<file path="config.mk">
export PLATFORM = sky130hd
export DESIGN_NAME = pci_target_cfg_csr_flash
export DESIGN_NICKNAME = d
export VERILOG_FILES = /design/src/shared/pci_target_pkg.sv /design/src/rtl/flash_byte_engine.sv /design/src/rtl/pci_target_cfg_csr_flash.sv
export SDC_FILE = /design/constraint.sdc
export NUM_CORES = 1
export LEC_CHECK = 0
export BUFFER_PORTS_ARGS = -buffer_cell sky130_fd_sc_hd__clkbuf_2
export CAP_MARGIN = 20
export CORE_ASPECT_RATIO = 0.5
export CORE_MARGIN = 2
export CORE_UTILIZATION = 52
export CTS_CLUSTER_DIAMETER = 120
export DETAILED_ROUTE_END_ITERATION = 6
export MAX_ROUTING_LAYER = met4
export PLACE_DENSITY = 0.87
export SLEW_MARGIN = 40
export SYNTH_ARGS = -nofsm -noshare
export SYNTH_HDL_FRONTEND = slang
export SYNTH_HIERARCHICAL = 1
export SYNTH_SLANG_ARGS = --single-unit
export TNS_END_PERCENT = 20
</file>
<file path="constraint.sdc">
create_clock -name clk -period 2.43 [get_ports clk]
set_input_delay 0.243 -clock clk [delete_from_list [all_inputs] [get_ports clk]]
set_output_delay 0.243 -clock clk [all_outputs]
set_load 0.03 [all_outputs]
</file>
<file path="src/shared/pci_target_pkg.sv">
package pci_target_pkg;

  // ----------------------------------------
  // bus commands
  // ----------------------------------------
  localparam logic [3:0] CMD_IO_RD   = 4'h2;
  localparam logic [3:0] CMD_IO_WR   = 4'h3;
  localparam logic [3:0] CMD_MEM_RD  = 4'h6;
  localparam logic [3:0] CMD_MEM_WR  = 4'h7;
  localparam logic [3:0] CMD_CFG_RD  = 4'ha;
  localparam logic [3:0] CMD_CFG_WR  = 4'hb;
  localparam logic [3:0] CMD_MEM_RDM = 4'hc;
  localparam logic [3:0] CMD_MEM_RDL = 4'he;
  localparam logic [3:0] CMD_MEM_WRI = 4'hf;

  // ----------------------------------------
  // decode constants
  // ----------------------------------------
  localparam logic [1:0] CFG_TYPE0_CODE     = 2'h0;
  localparam logic [1:0] DEVSEL_TIMING_MED  = 2'h1;
  localparam int         CSR_IO_SPAN_BITS   = 5;
  localparam int         CSR_MEM_SPAN_BITS  = 12;
  localparam int         FLASH_SPAN_BITS    = 20;
  localparam int         FLASH_RD_MAX_BYTES = 2;
  localparam int         FLASH_WR_MAX_BYTES = 1;
  localparam int         FLASH_WAIT_DEFAULT = 4;

  // ----------------------------------------
  // carriers
  // ----------------------------------------
  typedef struct packed {
    logic        frame_n;
    logic        irdy_n;
    logic        idsel;
    logic [3:0]  cbe_n;
    logic [31:0] ad;
  } pci_in_t;

  typedef struct packed {
    logic [31:0] ad;
    logic        ad_oe;
    logic        devsel_n;
    logic        trdy_n;
    logic        stop_n;
    logic        ctl_oe;
  } pci_out_t;

  typedef struct packed {
    logic        rd;
    logic        wr;
    logic [5:0]  idx;
    logic [3:0]  be;
    logic [31:0] wdata;
  } acc_req_t;

  typedef struct packed {
    logic [31:0] csr_mem_base;
    logic [31:0] csr_io_base;
    logic [31:0] flash_base;
    logic [31:0] rom_base;
    logic        mem_space_en;
    logic        io_space_en;
    logic        rom_en;
  } bar_cfg_t;

  typedef struct packed {
    logic [19:0] addr;
    logic        rd_en;
    logic        wr_en;
    logic [7:0]  wdata;
  } flash_pins_t;

  localparam pci_out_t PCI_OUT_IDLE = '{ad: 32'h0, ad_oe: 1'b0, devsel_n: 1'b1,
                                        trdy_n: 1'b1, stop_n: 1'b1, ctl_oe: 1'b0};
  localparam acc_req_t ACC_REQ_IDLE = '{rd: 1'b0, wr: 1'b0, idx: 6'h0, be: 4'h0,
                                        wdata: 32'h0};
  localparam flash_pins_t FLASH_PINS_IDLE = '{addr: 20'h0, rd_en: 1'b0, wr_en: 1'b0,
                                              wdata: 8'h0};

endpackage

</file>
<file path="src/rtl/flash_byte_engine.sv">
`timescale 1ns/100ps
module flash_byte_engine #(
  parameter int WAIT_CYCLES = pci_target_pkg::FLASH_WAIT_DEFAULT
) (
  input  wire logic                        clk,
  input  wire logic                        rst,
  input  wire logic                        start,
  input  wire logic                        write,
  input  wire logic [19:0]                 addr,
  input  wire logic [3:0]                  be,
  input  wire logic [31:0]                 wdata,
  output logic                             done,
  output logic [31:0]                      rdata,
  output pci_target_pkg::flash_pins_t      fl_pins,
  input  wire logic [7:0]                  fl_rdata
);

  initial begin
    if (WAIT_CYCLES < 2 || WAIT_CYCLES > 255) begin
      $error("flash wait count out of range");
    end
  end

  // keep the lowest n enabled lanes only
  function automatic logic [3:0] limit_lanes(input logic [3:0] m, input int n);
    logic [3:0] r;
    int         c;
    r = 4'h0;
    c = 0;
    for (int i = 0; i < 4; i++) begin
      if (m[i] && c < n) begin
        r[i] = 1'b1;
        c++;
      end
    end
    return r;
  endfunction

  function automatic logic [1:0] low_lane(input logic [3:0] m);
    logic [1:0] r;
    r = 2'h0;
    for (int i = 3; i >= 0; i--) begin
      if (m[i]) r = 2'(i);
    end
    return r;
  endfunction

  logic [3:0]  mask_reg;
  logic [7:0]  cnt_reg;
  logic        busy_reg;
  logic        write_reg;
  logic [17:0] base_reg;
  logic [31:0] wdata_reg;
  logic [1:0]  lane;
  logic        step_end;

  assign lane     = low_lane(mask_reg);
  assign step_end = busy_reg && (mask_reg != 4'h0) && (cnt_reg == 8'(WAIT_CYCLES - 1));

  // ----------------------------------------
  // byte sequencing
  // ----------------------------------------
  always_ff @(posedge clk) begin
    if (rst) begin
      busy_reg  <= 1'b0;
      mask_reg  <= 4'h0;
      cnt_reg   <= 8'h0;
      write_reg <= 1'b0;
      base_reg  <= 18'h0;
      wdata_reg <= 32'h0;
      done      <= 1'b0;
    end else begin
      done <= 1'b0;
      if (start && !busy_reg) begin
        busy_reg  <= 1'b1;
        write_reg <= write;
        base_reg  <= addr[19:2];
        wdata_reg <= wdata;
        cnt_reg   <= 8'h0;
        mask_reg  <= write ? limit_lanes(be, pci_target_pkg::FLASH_WR_MAX_BYTES)
                           : limit_lanes(be, pci_target_pkg::FLASH_RD_MAX_BYTES);
      end else if (busy_reg) begin
        if (mask_reg == 4'h0) begin
          busy_reg <= 1'b0;
          done     <= 1'b1;
        end else if (step_end) begin
          mask_reg[lane] <= 1'b0;
          cnt_reg        <= 8'h0;
        end else begin
          cnt_reg <= cnt_reg + 8'h1;
        end
      end
    end
  end

  // ----------------------------------------
  // flash pins, held steady for the whole byte access
  // ----------------------------------------
  always_ff @(posedge clk) begin
    if (rst) begin
      fl_pins <= pci_target_pkg::FLASH_PINS_IDLE;
    end else if (busy_reg && mask_reg != 4'h0 && !step_end) begin
      fl_pins.addr  <= {base_reg, lane};
      fl_pins.rd_en <= !write_reg;
      fl_pins.wr_en <= write_reg;
      fl_pins.wdata <= wdata_reg[8*lane +: 8];
    end else begin
      fl_pins.rd_en <= 1'b0;
      fl_pins.wr_en <= 1'b0;
    end
  end

  // ----------------------------------------
  // read assembly, one lane per byte
  // ----------------------------------------
  for (genvar g = 0; g < 4; g++) begin : g_lane
    always_ff @(posedge clk) begin
      if (rst || (start && !busy_reg)) begin
        rdata[8*g +: 8] <= 8'h0;
      end else if (step_end && !write_reg && lane == 2'(g)) begin
        rdata[8*g +: 8] <= fl_rdata;
      end
    end
  end

endmodule

</file>
<file path="src/rtl/pci_target_cfg_csr_flash.sv">
`timescale 1ns/100ps
module pci_target_cfg_csr_flash #(
  parameter int FLASH_WAIT = pci_target_pkg::FLASH_WAIT_DEFAULT
) (
  input  wire logic                        clk,
  input  wire logic                        rst,
  input  wire pci_target_pkg::pci_in_t     pci_i,
  output pci_target_pkg::pci_out_t         pci_o,
  input  wire pci_target_pkg::bar_cfg_t    bars,
  output pci_target_pkg::acc_req_t         cfg_req,
  input  wire logic [31:0]                 cfg_rdata,
  output pci_target_pkg::acc_req_t         csr_req,
  input  wire logic [31:0]                 csr_rdata,
  output pci_target_pkg::flash_pins_t      fl_pins,
  input  wire logic [7:0]                  fl_rdata,
  output logic [1:0]                       devsel_timing
);

  initial begin
    // one wait clock leaves no cycle to present the byte address before sampling
    if (FLASH_WAIT < 2 || FLASH_WAIT > 255) begin
      $error("FLASH_WAIT out of range");
    end
  end

  typedef enum {
    ST_IDLE,
    ST_DECODE,
    ST_FL_WDATA,
    ST_FL_WAIT,
    ST_XFER,
    ST_DRAIN,
    ST_TURN,
    ST_BUSY
  } state_t;

  typedef enum {
    SP_CFG,
    SP_CSR,
    SP_FLASH
  } space_t;

  // ----------------------------------------
  // command classes
  // ----------------------------------------
  function automatic logic is_mem_rd(input logic [3:0] c);
    return c == pci_target_pkg::CMD_MEM_RD || c == pci_target_pkg::CMD_MEM_RDM ||
           c == pci_target_pkg::CMD_MEM_RDL;
  endfunction

  function automatic logic is_mem_wr(input logic [3:0] c);
    return c == pci_target_pkg::CMD_MEM_WR || c == pci_target_pkg::CMD_MEM_WRI;
  endfunction

  function automatic logic base_hit(input logic [31:0] a, input logic [31:0] b,
                                    input int span);
    logic [31:0] m;
    m = 32'hffff_ffff << span;
    return (a & m) == (b & m);
  endfunction

  state_t      state_reg;
  space_t      space_reg;
  logic        write_reg;
  logic        frame_q;
  logic [31:0] addr_reg;
  logic        csr_ok_reg;
  logic        fl_start_reg;
  logic [3:0]  fl_be_reg;
  logic [31:0] fl_wdata_reg;
  logic        fl_done;
  logic [31:0] fl_rd_word;

  logic [3:0]  cmd;
  logic        addr_phase;
  logic        cfg_hit;
  logic        csr_mem_hit;
  logic        csr_io_hit;
  logic        fl_hit;
  logic        any_hit;
  logic        cmd_wr;

  // ----------------------------------------
  // address phase decode
  // ----------------------------------------
  assign cmd        = ~pci_i.cbe_n;
  assign addr_phase = !pci_i.frame_n && frame_q;
  assign cfg_hit    = pci_i.idsel && pci_i.ad[1:0] == pci_target_pkg::CFG_TYPE0_CODE &&
                      (cmd == pci_target_pkg::CMD_CFG_RD ||
                       cmd == pci_target_pkg::CMD_CFG_WR);
  assign csr_mem_hit = bars.mem_space_en && (is_mem_rd(cmd) || is_mem_wr(cmd)) &&
                       base_hit(pci_i.ad, bars.csr_mem_base,
                                pci_target_pkg::CSR_MEM_SPAN_BITS);
  assign csr_io_hit  = bars.io_space_en &&
                       (cmd == pci_target_pkg::CMD_IO_RD || cmd == pci_target_pkg::CMD_IO_WR) &&
                       base_hit(pci_i.ad, bars.csr_io_base,
                                pci_target_pkg::CSR_IO_SPAN_BITS);
  assign fl_hit      = bars.mem_space_en && (is_mem_rd(cmd) || is_mem_wr(cmd)) &&
                       (base_hit(pci_i.ad, bars.flash_base,
                                 pci_target_pkg::FLASH_SPAN_BITS) ||
                        (bars.rom_en && base_hit(pci_i.ad, bars.rom_base,
                                                 pci_target_pkg::FLASH_SPAN_BITS)));
  assign any_hit     = cfg_hit || csr_mem_hit || csr_io_hit || fl_hit;
  assign cmd_wr      = is_mem_wr(cmd) || cmd == pci_target_pkg::CMD_IO_WR ||
                       cmd == pci_target_pkg::CMD_CFG_WR;

  always_ff @(posedge clk) begin
    if (rst) begin
      frame_q <= 1'b1;
    end else begin
      frame_q <= pci_i.frame_n;
    end
  end

  always_ff @(posedge clk) begin
    if (rst) begin
      devsel_timing <= 2'h0;
    end else begin
      devsel_timing <= pci_target_pkg::DEVSEL_TIMING_MED;
    end
  end

  // ----------------------------------------
  // transaction sequencing
  // ----------------------------------------
  always_ff @(posedge clk) begin
    if (rst) begin
      state_reg  <= ST_IDLE;
      space_reg  <= SP_CFG;
      write_reg  <= 1'b0;
      addr_reg   <= 32'h0;
      csr_ok_reg <= 1'b0;
    end else begin
      case (state_reg)
        ST_IDLE: begin
          if (addr_phase && any_hit) begin
            state_reg  <= ST_DECODE;
            write_reg  <= cmd_wr;
            addr_reg   <= pci_i.ad;
            space_reg  <= cfg_hit ? SP_CFG : (fl_hit ? SP_FLASH : SP_CSR);
            csr_ok_reg <= csr_io_hit ||
                          pci_i.ad[pci_target_pkg::CSR_MEM_SPAN_BITS-1:
                                   pci_target_pkg::CSR_IO_SPAN_BITS] == 7'h0;
          end else if (addr_phase) begin
            state_reg <= ST_BUSY;
          end
        end
        ST_DECODE: begin
          if (space_reg != SP_FLASH) begin
            state_reg <= ST_XFER;
          end else if (write_reg) begin
            state_reg <= ST_FL_WDATA;
          end else begin
            state_reg <= ST_FL_WAIT;
          end
        end
        ST_FL_WDATA: begin
          if (!pci_i.irdy_n) begin
            state_reg <= ST_FL_WAIT;
          end
        end
        ST_FL_WAIT: begin
          if (fl_done) begin
            state_reg <= ST_XFER;
          end
        end
        ST_XFER: begin
          if (!pci_i.irdy_n) begin
            state_reg <= pci_i.frame_n ? ST_TURN : ST_DRAIN;
          end
        end
        ST_DRAIN: begin
          if (pci_i.frame_n) begin
            state_reg <= ST_TURN;
          end
        end
        ST_TURN: begin
          state_reg <= ST_IDLE;
        end
        ST_BUSY: begin
          if (pci_i.frame_n && pci_i.irdy_n) begin
            state_reg <= ST_IDLE;
          end
        end
        default: begin
          state_reg <= ST_IDLE;
        end
      endcase
    end
  end

  // ----------------------------------------
  // target control and data pins
  // ----------------------------------------
  always_ff @(posedge clk) begin
    if (rst) begin
      pci_o <= pci_target_pkg::PCI_OUT_IDLE;
    end else begin
      case (state_reg)
        ST_DECODE: begin
          // devsel one clock after the decode edge gives medium timing
          pci_o.devsel_n <= 1'b0;
          pci_o.ctl_oe   <= 1'b1;
          pci_o.ad_oe    <= !write_reg;
          if (space_reg != SP_FLASH) begin
            pci_o.trdy_n <= 1'b0;
            pci_o.stop_n <= 1'b0;
            if (space_reg == SP_CFG) begin
              pci_o.ad <= cfg_rdata;
            end else begin
              pci_o.ad <= csr_ok_reg ? csr_rdata : 32'h0;
            end
          end
        end
        ST_FL_WDATA: begin
          // keep the claim while the initiator readies its write data
          pci_o.devsel_n <= 1'b0;
        end
        ST_FL_WAIT: begin
          if (fl_done) begin
            pci_o.trdy_n <= 1'b0;
            pci_o.stop_n <= 1'b0;
            pci_o.ad     <= fl_rd_word;
          end
        end
        ST_XFER: begin
          if (!pci_i.irdy_n) begin
            // only one data phase ever completes; stop stays until frame ends
            pci_o.trdy_n <= 1'b1;
            pci_o.ad_oe  <= 1'b0;
            if (pci_i.frame_n) begin
              pci_o.stop_n   <= 1'b1;
              pci_o.devsel_n <= 1'b1;
            end
          end
        end
        ST_DRAIN: begin
          if (pci_i.frame_n) begin
            pci_o.stop_n   <= 1'b1;
            pci_o.devsel_n <= 1'b1;
          end
        end
        ST_TURN: begin
          // lines were driven high for one clock before release
          pci_o.ctl_oe <= 1'b0;
        end
        default: begin
          pci_o <= pci_target_pkg::PCI_OUT_IDLE;
        end
      endcase
    end
  end

  // ----------------------------------------
  // configuration and control/status access strobes
  // ----------------------------------------
  always_ff @(posedge clk) begin
    if (rst) begin
      cfg_req <= pci_target_pkg::ACC_REQ_IDLE;
      csr_req <= pci_target_pkg::ACC_REQ_IDLE;
    end else begin
      cfg_req.rd <= 1'b0;
      cfg_req.wr <= 1'b0;
      csr_req.rd <= 1'b0;
      csr_req.wr <= 1'b0;
      if (state_reg == ST_IDLE && addr_phase && !cmd_wr) begin
        // read strobe at address phase so data is ready for zero-wait trdy
        if (cfg_hit) begin
          cfg_req.rd  <= 1'b1;
          cfg_req.idx <= pci_i.ad[7:2];
        end else if (csr_io_hit || csr_mem_hit) begin
          csr_req.rd  <= 1'b1;
          csr_req.idx <= {3'h0, pci_i.ad[4:2]};
        end
      end
      if (state_reg == ST_XFER && !pci_i.irdy_n && write_reg) begin
        if (space_reg == SP_CFG) begin
          cfg_req.wr    <= 1'b1;
          cfg_req.idx   <= addr_reg[7:2];
          cfg_req.be    <= ~pci_i.cbe_n;
          cfg_req.wdata <= pci_i.ad;
        end else if (space_reg == SP_CSR && csr_ok_reg) begin
          csr_req.wr    <= 1'b1;
          csr_req.idx   <= {3'h0, addr_reg[4:2]};
          csr_req.be    <= ~pci_i.cbe_n;
          csr_req.wdata <= pci_i.ad;
        end
      end
    end
  end

  // ----------------------------------------
  // flash launch
  // ----------------------------------------
  always_ff @(posedge clk) begin
    if (rst) begin
      fl_start_reg <= 1'b0;
      fl_be_reg    <= 4'h0;
      fl_wdata_reg <= 32'h0;
    end else begin
      fl_start_reg <= 1'b0;
      if (state_reg == ST_DECODE && space_reg == SP_FLASH && !write_reg) begin
        fl_start_reg <= 1'b1;
        fl_be_reg    <= ~pci_i.cbe_n;
      end else if (state_reg == ST_FL_WDATA && !pci_i.irdy_n) begin
        fl_start_reg <= 1'b1;
        fl_be_reg    <= ~pci_i.cbe_n;
        fl_wdata_reg <= pci_i.ad;
      end
    end
  end

  flash_byte_engine #(
    .WAIT_CYCLES (FLASH_WAIT)
  ) u_flash (
    .clk      (clk),
    .rst      (rst),
    .start    (fl_start_reg),
    .write    (write_reg),
    .addr     (addr_reg[19:0]),
    .be       (fl_be_reg),
    .wdata    (fl_wdata_reg),
    .done     (fl_done),
    .rdata    (fl_rd_word),
    .fl_pins  (fl_pins),
    .fl_rdata (fl_rdata)
  );

endmodule

</file>
==> reports/metrics.csv, run 1 <==
stage;metric;value;unit
timing;fin_crit_sh;89.0;%
yosys;postSynthCellCount;1676;
place;dp.cells;2285;
route;drt_wl_total;40.4;mm
cts;cts_buffers;28;
layout;top_regs;cfg_req (44), csr_req (44), pci_o (37);
timing;setup_viol;0;
setup_path;slowest_delay;0.61;ns
timing;finClkSkew;0.0149;ns
setup_path;cp.arrival;2.57;ns
run_status;status;completed;
cts;cts_resized;0;
global_route;grt_usage;29.6;%
min_path;min_path_type;primary input to register;
yosys;synth_nets;1927;
setup_path;cp_max_fo;13;
setup_path;required;2.84;ns
pwr;ir_drop;0.472;mV
pwr;total_power;13.5;mW
cts;tritoncts;built;
yosys;yosysWarnings;6;
place;io_buffer_count;342;
die;rows;41;
global_route;antenna_found_initial;0;
setup_path;critPathCaptureType;register;
route;post_drt_wl_per_cell;17.2;µm
place;gp_congestion;0.928;
die;die_area;0.0273;mm²
layout;layout-drive-gt1-share;24.2;%
setup_path;start_kind;register;
global_route;first_global_vias;12400;
route;vias_per_cell;5.58;
die;core_area;0.0253;mm²
global_route;grt_overflow;0;
cts;cts-root-buf;clkbuf_16;
cts;clk_pin_slew_worst_paths;0.07;ns
route;drt_iter0_drc;1165;
timing;maxSlewHeadroom;53.1;%
die;io_pins;401;
timing;layout_min_cycle_time;2.16;ns
layout;finalNonFillerCells;2347;
yosys;netlist_area;0.0135;mm²
cts;cts_buffer_depth;3;
route;drcViolationCount;0;
global_route;grt_start_max_net_pins;114;
timing;fmax;462;MHz
layout;insertedDiodeCount;0;
cts;cts_max_level;1;
timing;hold_ws;0.0296;ns
die;start_util;53.2;%
pwr;powerDensity;804;mW/mm²
run;maxCapViolations;0;
pwr;p_leak;6.66;nW
timing;grt_setup_unrepaired;false;
cts;clk_latency;0.56;ns
layout;nNetsFinal;2233;
cts;cts.sinks;316;
die;die_w;232;µm
timing;hold_viol;0;
setup_path;slowest_stage;dfxtp_1;
route;dr_total_vias;13100;
timing;worst_pin_slew;0.704;ns
yosys;avgSynthCellArea;8.04;µm²
setup_path;path_cells;clkinv_1, a311o_1, a21oi_1, nand2b_1, mux2i_1, o22ai_1;
route;ant_nets;0;
layout;area_growth;24.2;%
setup_path;setup.worst_path.class;register to register;
place;dpl.hpwl;28.5;mm
timing;slew_violations;0;
die;die_h;118;µm
route;first_pass_iters;7;
global_route;grt_pass1_wl;64.0;mm
[area by class of cell]
type | count | area [µm²]
clock buffer | 31 | 753
fill | 2009 | 8610
tap | 344 | 430
clock inverter | 20 | 256
multi-input combinational | 1208 | 6540
inverter | 11 | 41.3
sequential | 316 | 6330
timing repair buffer | 417 | 2390
[timing repair]
item / in CTS / in global routing
hold buffers: 11 / 0
endpoints found under the setup margin: 0 / 0
hold endpoints to repair: 17 / 0
setup buffers: 0 / 0
[layer usage]
| metal | wire (µm) | GRT usage [%] | vias to the layer above | part of all wire, % |
|---|---|---|---|---|
| li1 | - | - | 6313 | - |
| met1 | 16900 | 37.9 | 6085 | 42 |
| met2 | 19200 | 48.7 | 603 | 47 |
| met3 | 3080 | 3.88 | 95 | 7.6 |
| met4 | 1260 | 9.33 | 0 | 3.1 |
| met5 | 0 | - | - | 0 |
[power by group]
part	internal [mW]	total (mW)	switching (mW)	leakage, nW
logic	0.960	2.88	1.92	3.61
registers	5.51	5.73	0.215	2.55
clock network	2.79	4.85	2.06	0.498
total	9.26	13.5	4.20	6.66
[worst paths after layout]
check | start | to | slack, ns | cells after the start
setup / recovery | state_reg[1]$_SDFFE_PP0P_ | state_reg[2]$_SDFFE_PP0P_ | 0.27 | 6
hold / removal | pci_i[32] | cfg_req[32]$_SDFFE_PP0P_ | 0.03 | 3
hold reg to reg | fl_wdata_reg[2]$_SDFFE_PP0P_ | u_flash/wdata_reg[2]$_SDFFE_PP0P_ | 0.45 | 2
setup reg to reg | state_reg[1]$_SDFFE_PP0P_ | state_reg[2]$_SDFFE_PP0P_ | 0.27 | 6
[placed cells by master, fill, tap and decap left out, types with 45 or more instances in the layout]
cell,count
nand3_1,57
clkbuf_2,341
nand2_1,441
a211oi_1,57
mux2i_1,45
buf_4,58
dfxtp_1,316
a21oi_1,254
nor2_1,101
xor2_1,46
[critical path: cells and delay by family, from the launching register on]
kind	cells	cell delay (ns)
flops	1	0.61
compound gates	3	0.60
buf+inv	1	0.36
mux	1	0.25
simple gates	1	0.19
[through the flow]
stage	instance area [µm²]	utilization (%)	setup TNS [ns]	worst slack [ns]
4_1_cts	16700	66.0	0	0.280
6_report	16700	66.0	0	0.267
5_1_grt	16700	66.0	0	0.0862
3_3_place_gp	15600	61.6	0	0.0506
3_5_place_dp	15600	61.6	-0.0215	-0.0215
2_1_floorplan	13500	-	0	0.270
Note: power is estimated with default switching activity, not from simulation.
==> run 2, diff against run 1 <==
--- a/config.mk
+++ b/config.mk
@@ -9,11 +9,12 @@
 export CAP_MARGIN = 20
 export CORE_ASPECT_RATIO = 0.5
 export CORE_MARGIN = 2
-export CORE_UTILIZATION = 52
+export CORE_UTILIZATION = 54
+export CTS_BUF_LIST = sky130_fd_sc_hd__clkbuf_8
 export CTS_CLUSTER_DIAMETER = 120
 export DETAILED_ROUTE_END_ITERATION = 6
 export MAX_ROUTING_LAYER = met4
-export PLACE_DENSITY = 0.87
+export PLACE_DENSITY = 0.9
 export SLEW_MARGIN = 40
 export SYNTH_ARGS = -nofsm -noshare
 export SYNTH_HDL_FRONTEND = slang
==> run 2 against run 1 <==
Effect of this change: combinational power increased by 1%; clock-buffer cell count up 23; maximum frequency decreased by 8.9%; core utilization rose by 2.9 points; sequential power about the same; critical path type is now primary input to register; flip-flop and latch count did not move; critical path depth up 4; power is 4.0% lower; sequential share of layout area grew 0.085 points; global-route usage grew 2.2 points; first-iteration DRC count grew 25%.
==> reports/metrics.csv, run 2 (synthesis results as in run 1) <==
stage;metric;value;unit;change
timing;finClkSkew;0.0166;ns;was 0.0149 ns
global_route;grt_pass1_wl;64.6;mm;was 64.0 mm
cts;cts_buffer_depth;3;;unchanged
pwr;powerDensity;773;mW/mm²;was 804 mW/mm²
route;dr_total_vias;13600;;was 13100
route;post_drt_wl_per_cell;18.0;µm;was 17.2 µm
setup_path;start_kind;primary input;;was register
route;drt_iter0_drc;1456;;was 1165
cts;cts_buffers;43;;was 28
setup_path;cp.arrival;2.85;ns;was 2.57 ns
cts;clk_latency;0.55;ns;was 0.56 ns
timing;fin_crit_sh;97.7;%;was 89.0%
layout;seqCellArea;0.00633;mm²;unchanged
layout;layout_commonest_cell;nand2_1;;unchanged
route;ant_nets;0;;unchanged
route;drcViolationCount;0;;unchanged
setup_path;slowest_stage;dlygate4sd3_1;;was dfxtp_1
pwr;ir_drop;0.477;mV;was 0.472 mV
setup_path;setup.worst_path.class;primary input to register;;was register to register
pwr;power_frac_clock;33.0;%;was 36.0%
setup_path;slowest_delay;0.53;ns;was 0.61 ns
pwr;seqPwrFrac;44.4;%;was 42.5%
min_path;min_path_type;primary input to register;;unchanged
die;core_area;0.0242;mm²;was 0.0253 mm²
place;dp_slack;0.00605;ns;was -0.0215 ns
die;die_area;0.0263;mm²;was 0.0273 mm²
route;drt_wl_total;42.7;mm;was 40.4 mm
timing;grt_setup_unrepaired;false;;unchanged
timing;layout_min_cycle_time;2.37;ns;was 2.16 ns
layout;nNetsFinal;2251;;was 2233
layout;area_growth;23.9;%;was 24.2%
cts;tritoncts;built;;unchanged
pwr;switching_share;32.6;%;was 31.2%
layout;multi_input_area;0.00656;mm²;was 0.00654 mm²
die;die_w;227;µm;was 232 µm
timing;maxSlewHeadroom;44.8;%;was 53.1%
die;rows;40;;was 41
timing;fin_ws;0.0565;ns;was 0.267 ns
layout;top_regs;cfg_req (44), csr_req (44), pci_o (37);;unchanged
die;die_h;116;µm;was 118 µm
timing;fmax;421;MHz;was 462 MHz
global_route;grt_start_max_net_pins;140;;was 114
cts;cts_max_level;2;;was 1
layout;n_fill_cell;1840;;was 2009
timing;fin_tns_setup;0;ns;unchanged
timing;hold_viol;0;;unchanged
setup_path;required;2.90;ns;was 2.84 ns
cts;clk_pin_slew_worst_paths;0.07;ns;about the same
pwr;combPwrFrac;22.6;%;was 21.4%
setup_path;crit_family;buffers and inverters;;was flip-flops
setup_path;path_cells;dlygate4sd3_1, clkbuf_2, nand2b_1, a211o_1, or4_4, o22a_4, a31oi_4, buf_12, buf_12, mux2i_2;;was clkinv_1, a311o_1, a21oi_1, nand2b_1, mux2i_1, o22ai_1
place;dp.cells;2273;;was 2285
cts;cts-root-buf;clkbuf_8;;was clkbuf_16
layout;layout-drive-gt1-share;24.8;%;was 24.2%
timing;hold_ws;0.0478;ns;was 0.0296 ns
min_path;min_from;pci_i[4];;was pci_i[32]
cts;cts.sinks;316;;unchanged
pwr;p_leak;6.68;nW;was 6.66 nW
global_route;antenna_found_initial;0;;unchanged
pwr;total_power;12.9;mW;was 13.5 mW
place;io_buffer_count;342;;unchanged
die;start_util;55.6;%;was 53.2%
layout;finalNonFillerCells;2366;;was 2347
global_route;first_global_vias;12700;;was 12400
place;gp_congestion;0.924;;was 0.928
setup_path;cp_max_fo;5;;was 13
setup_path;crit_top_cell;buf_12;;
setup_path;path_buf_inv;4;;was 1
pwr;internal-power;8.70;mW;was 9.26 mW
place;dpl.hpwl;28.7;mm;was 28.5 mm
route;vias_per_cell;5.75;;was 5.58
timing;setup_viol;0;;unchanged
layout;final_cell_mix;nand2_1, clkbuf_2, dfxtp_1;;unchanged
setup_path;critPathLaunch;pci_i[35];;was state_reg[1]$_SDFFE_PP0P_
pwr;p_sw;4.21;mW;was 4.20 mW
global_route;grt_usage;31.8;%;was 29.6%
layout;insertedDiodeCount;0;;unchanged
run_status;status;completed;;unchanged
global_route;grt_overflow;0;;unchanged
die;io_pins;401;;unchanged
run;maxCapViolations;0;;unchanged
setup_path;critPathCaptureType;register;;unchanged
setup_path;r2r_start;u_flash/cnt_reg[0]$_SDFFE_PP0P_;;was state_reg[1]$_SDFFE_PP0P_
route;first_pass_iters;6;;was 7
timing;worst_pin_slew;0.826;ns;was 0.704 ns
timing;slew_violations;0;;unchanged
run 2: cell count changes in the layout (fill, tap and decap cells not counted), moves of 3 or more:
cell	delta
clkbuf_8	+52
clkbuf_16	-27
inv_1	+8
dlygate4sd3_1	+4
buf_4	-3
bufinv_16	-3
run 2: area by class of cell:
class	count	area share [%]
Clock buffer	54	4.45
Sequential cell	316	37.9
Clock inverter	21	0.907
Inverter	11	0.247
Timing Repair Buffer	420	14.7
Tap cell	336	2.52
Multi-Input combinational cell	1208	39.3
run 2: timing repair:
item / in CTS / in global routing
resized for setup: 0 / 4
buffers inserted: 0 / 1
hold endpoints to repair: 23 / 0
hold buffers: 15 / 0
endpoints found under the setup margin: 0 / 27
run 2: worst register-to-register path: stages (launching register included):
cell	delay (ns)
dfxtp_1	0.37
ha_1	0.23
nor4b_4	0.53
nand4_2	0.55
mux2i_1	0.34
nor2_1	0.08
run 2: worst paths after layout:
kind	endpoint	slack, ns	cells past startpoint
setup / recovery	addr_reg[11]$_SDFFE_PP0P_	0.06	10
hold / removal	fl_wdata_reg[4]$_SDFFE_PP0P_	0.05	3
hold reg to reg	u_flash/wdata_reg[14]$_SDFFE_PP0P_	0.45	2
setup reg to reg	u_flash/rdata[13]$_SDFFE_PP0P_	0.20	5
run 2: metal layers:
layer,routed length [µm],vias up,GRT usage [%]
met5,0,-,-
met4,1600,0,12.5
met3,3790,162,6.16
met2,20000,783,53.2
met1,17300,6316,38.2
li1,-,6348,-
run 2: power groups by stage:
| stage | clock network [mW] | logic, mW | registers, mW |
|---|---|---|---|
| floorplan | 0 | 1.50 | 6.26 |
| global placement | 0 | 2.79 | 5.82 |
| detailed placement | 0 | 2.85 | 5.84 |
| CTS | 4.32 | 2.88 | 5.72 |
| global route | 4.56 | 3.20 | 5.76 |
| finish | 4.27 | 2.92 | 5.73 |
run 2: stage by stage:
| stage | utilization, % | instance area [µm²] |
|---|---|---|
| floorplan | - | 13500 |
| global placement | 64.2 | 15600 |
| detailed placement | 64.2 | 15600 |
| CTS | 68.6 | 16600 |
| global route | 68.9 | 16700 |
| finish | 68.9 | 16700 |
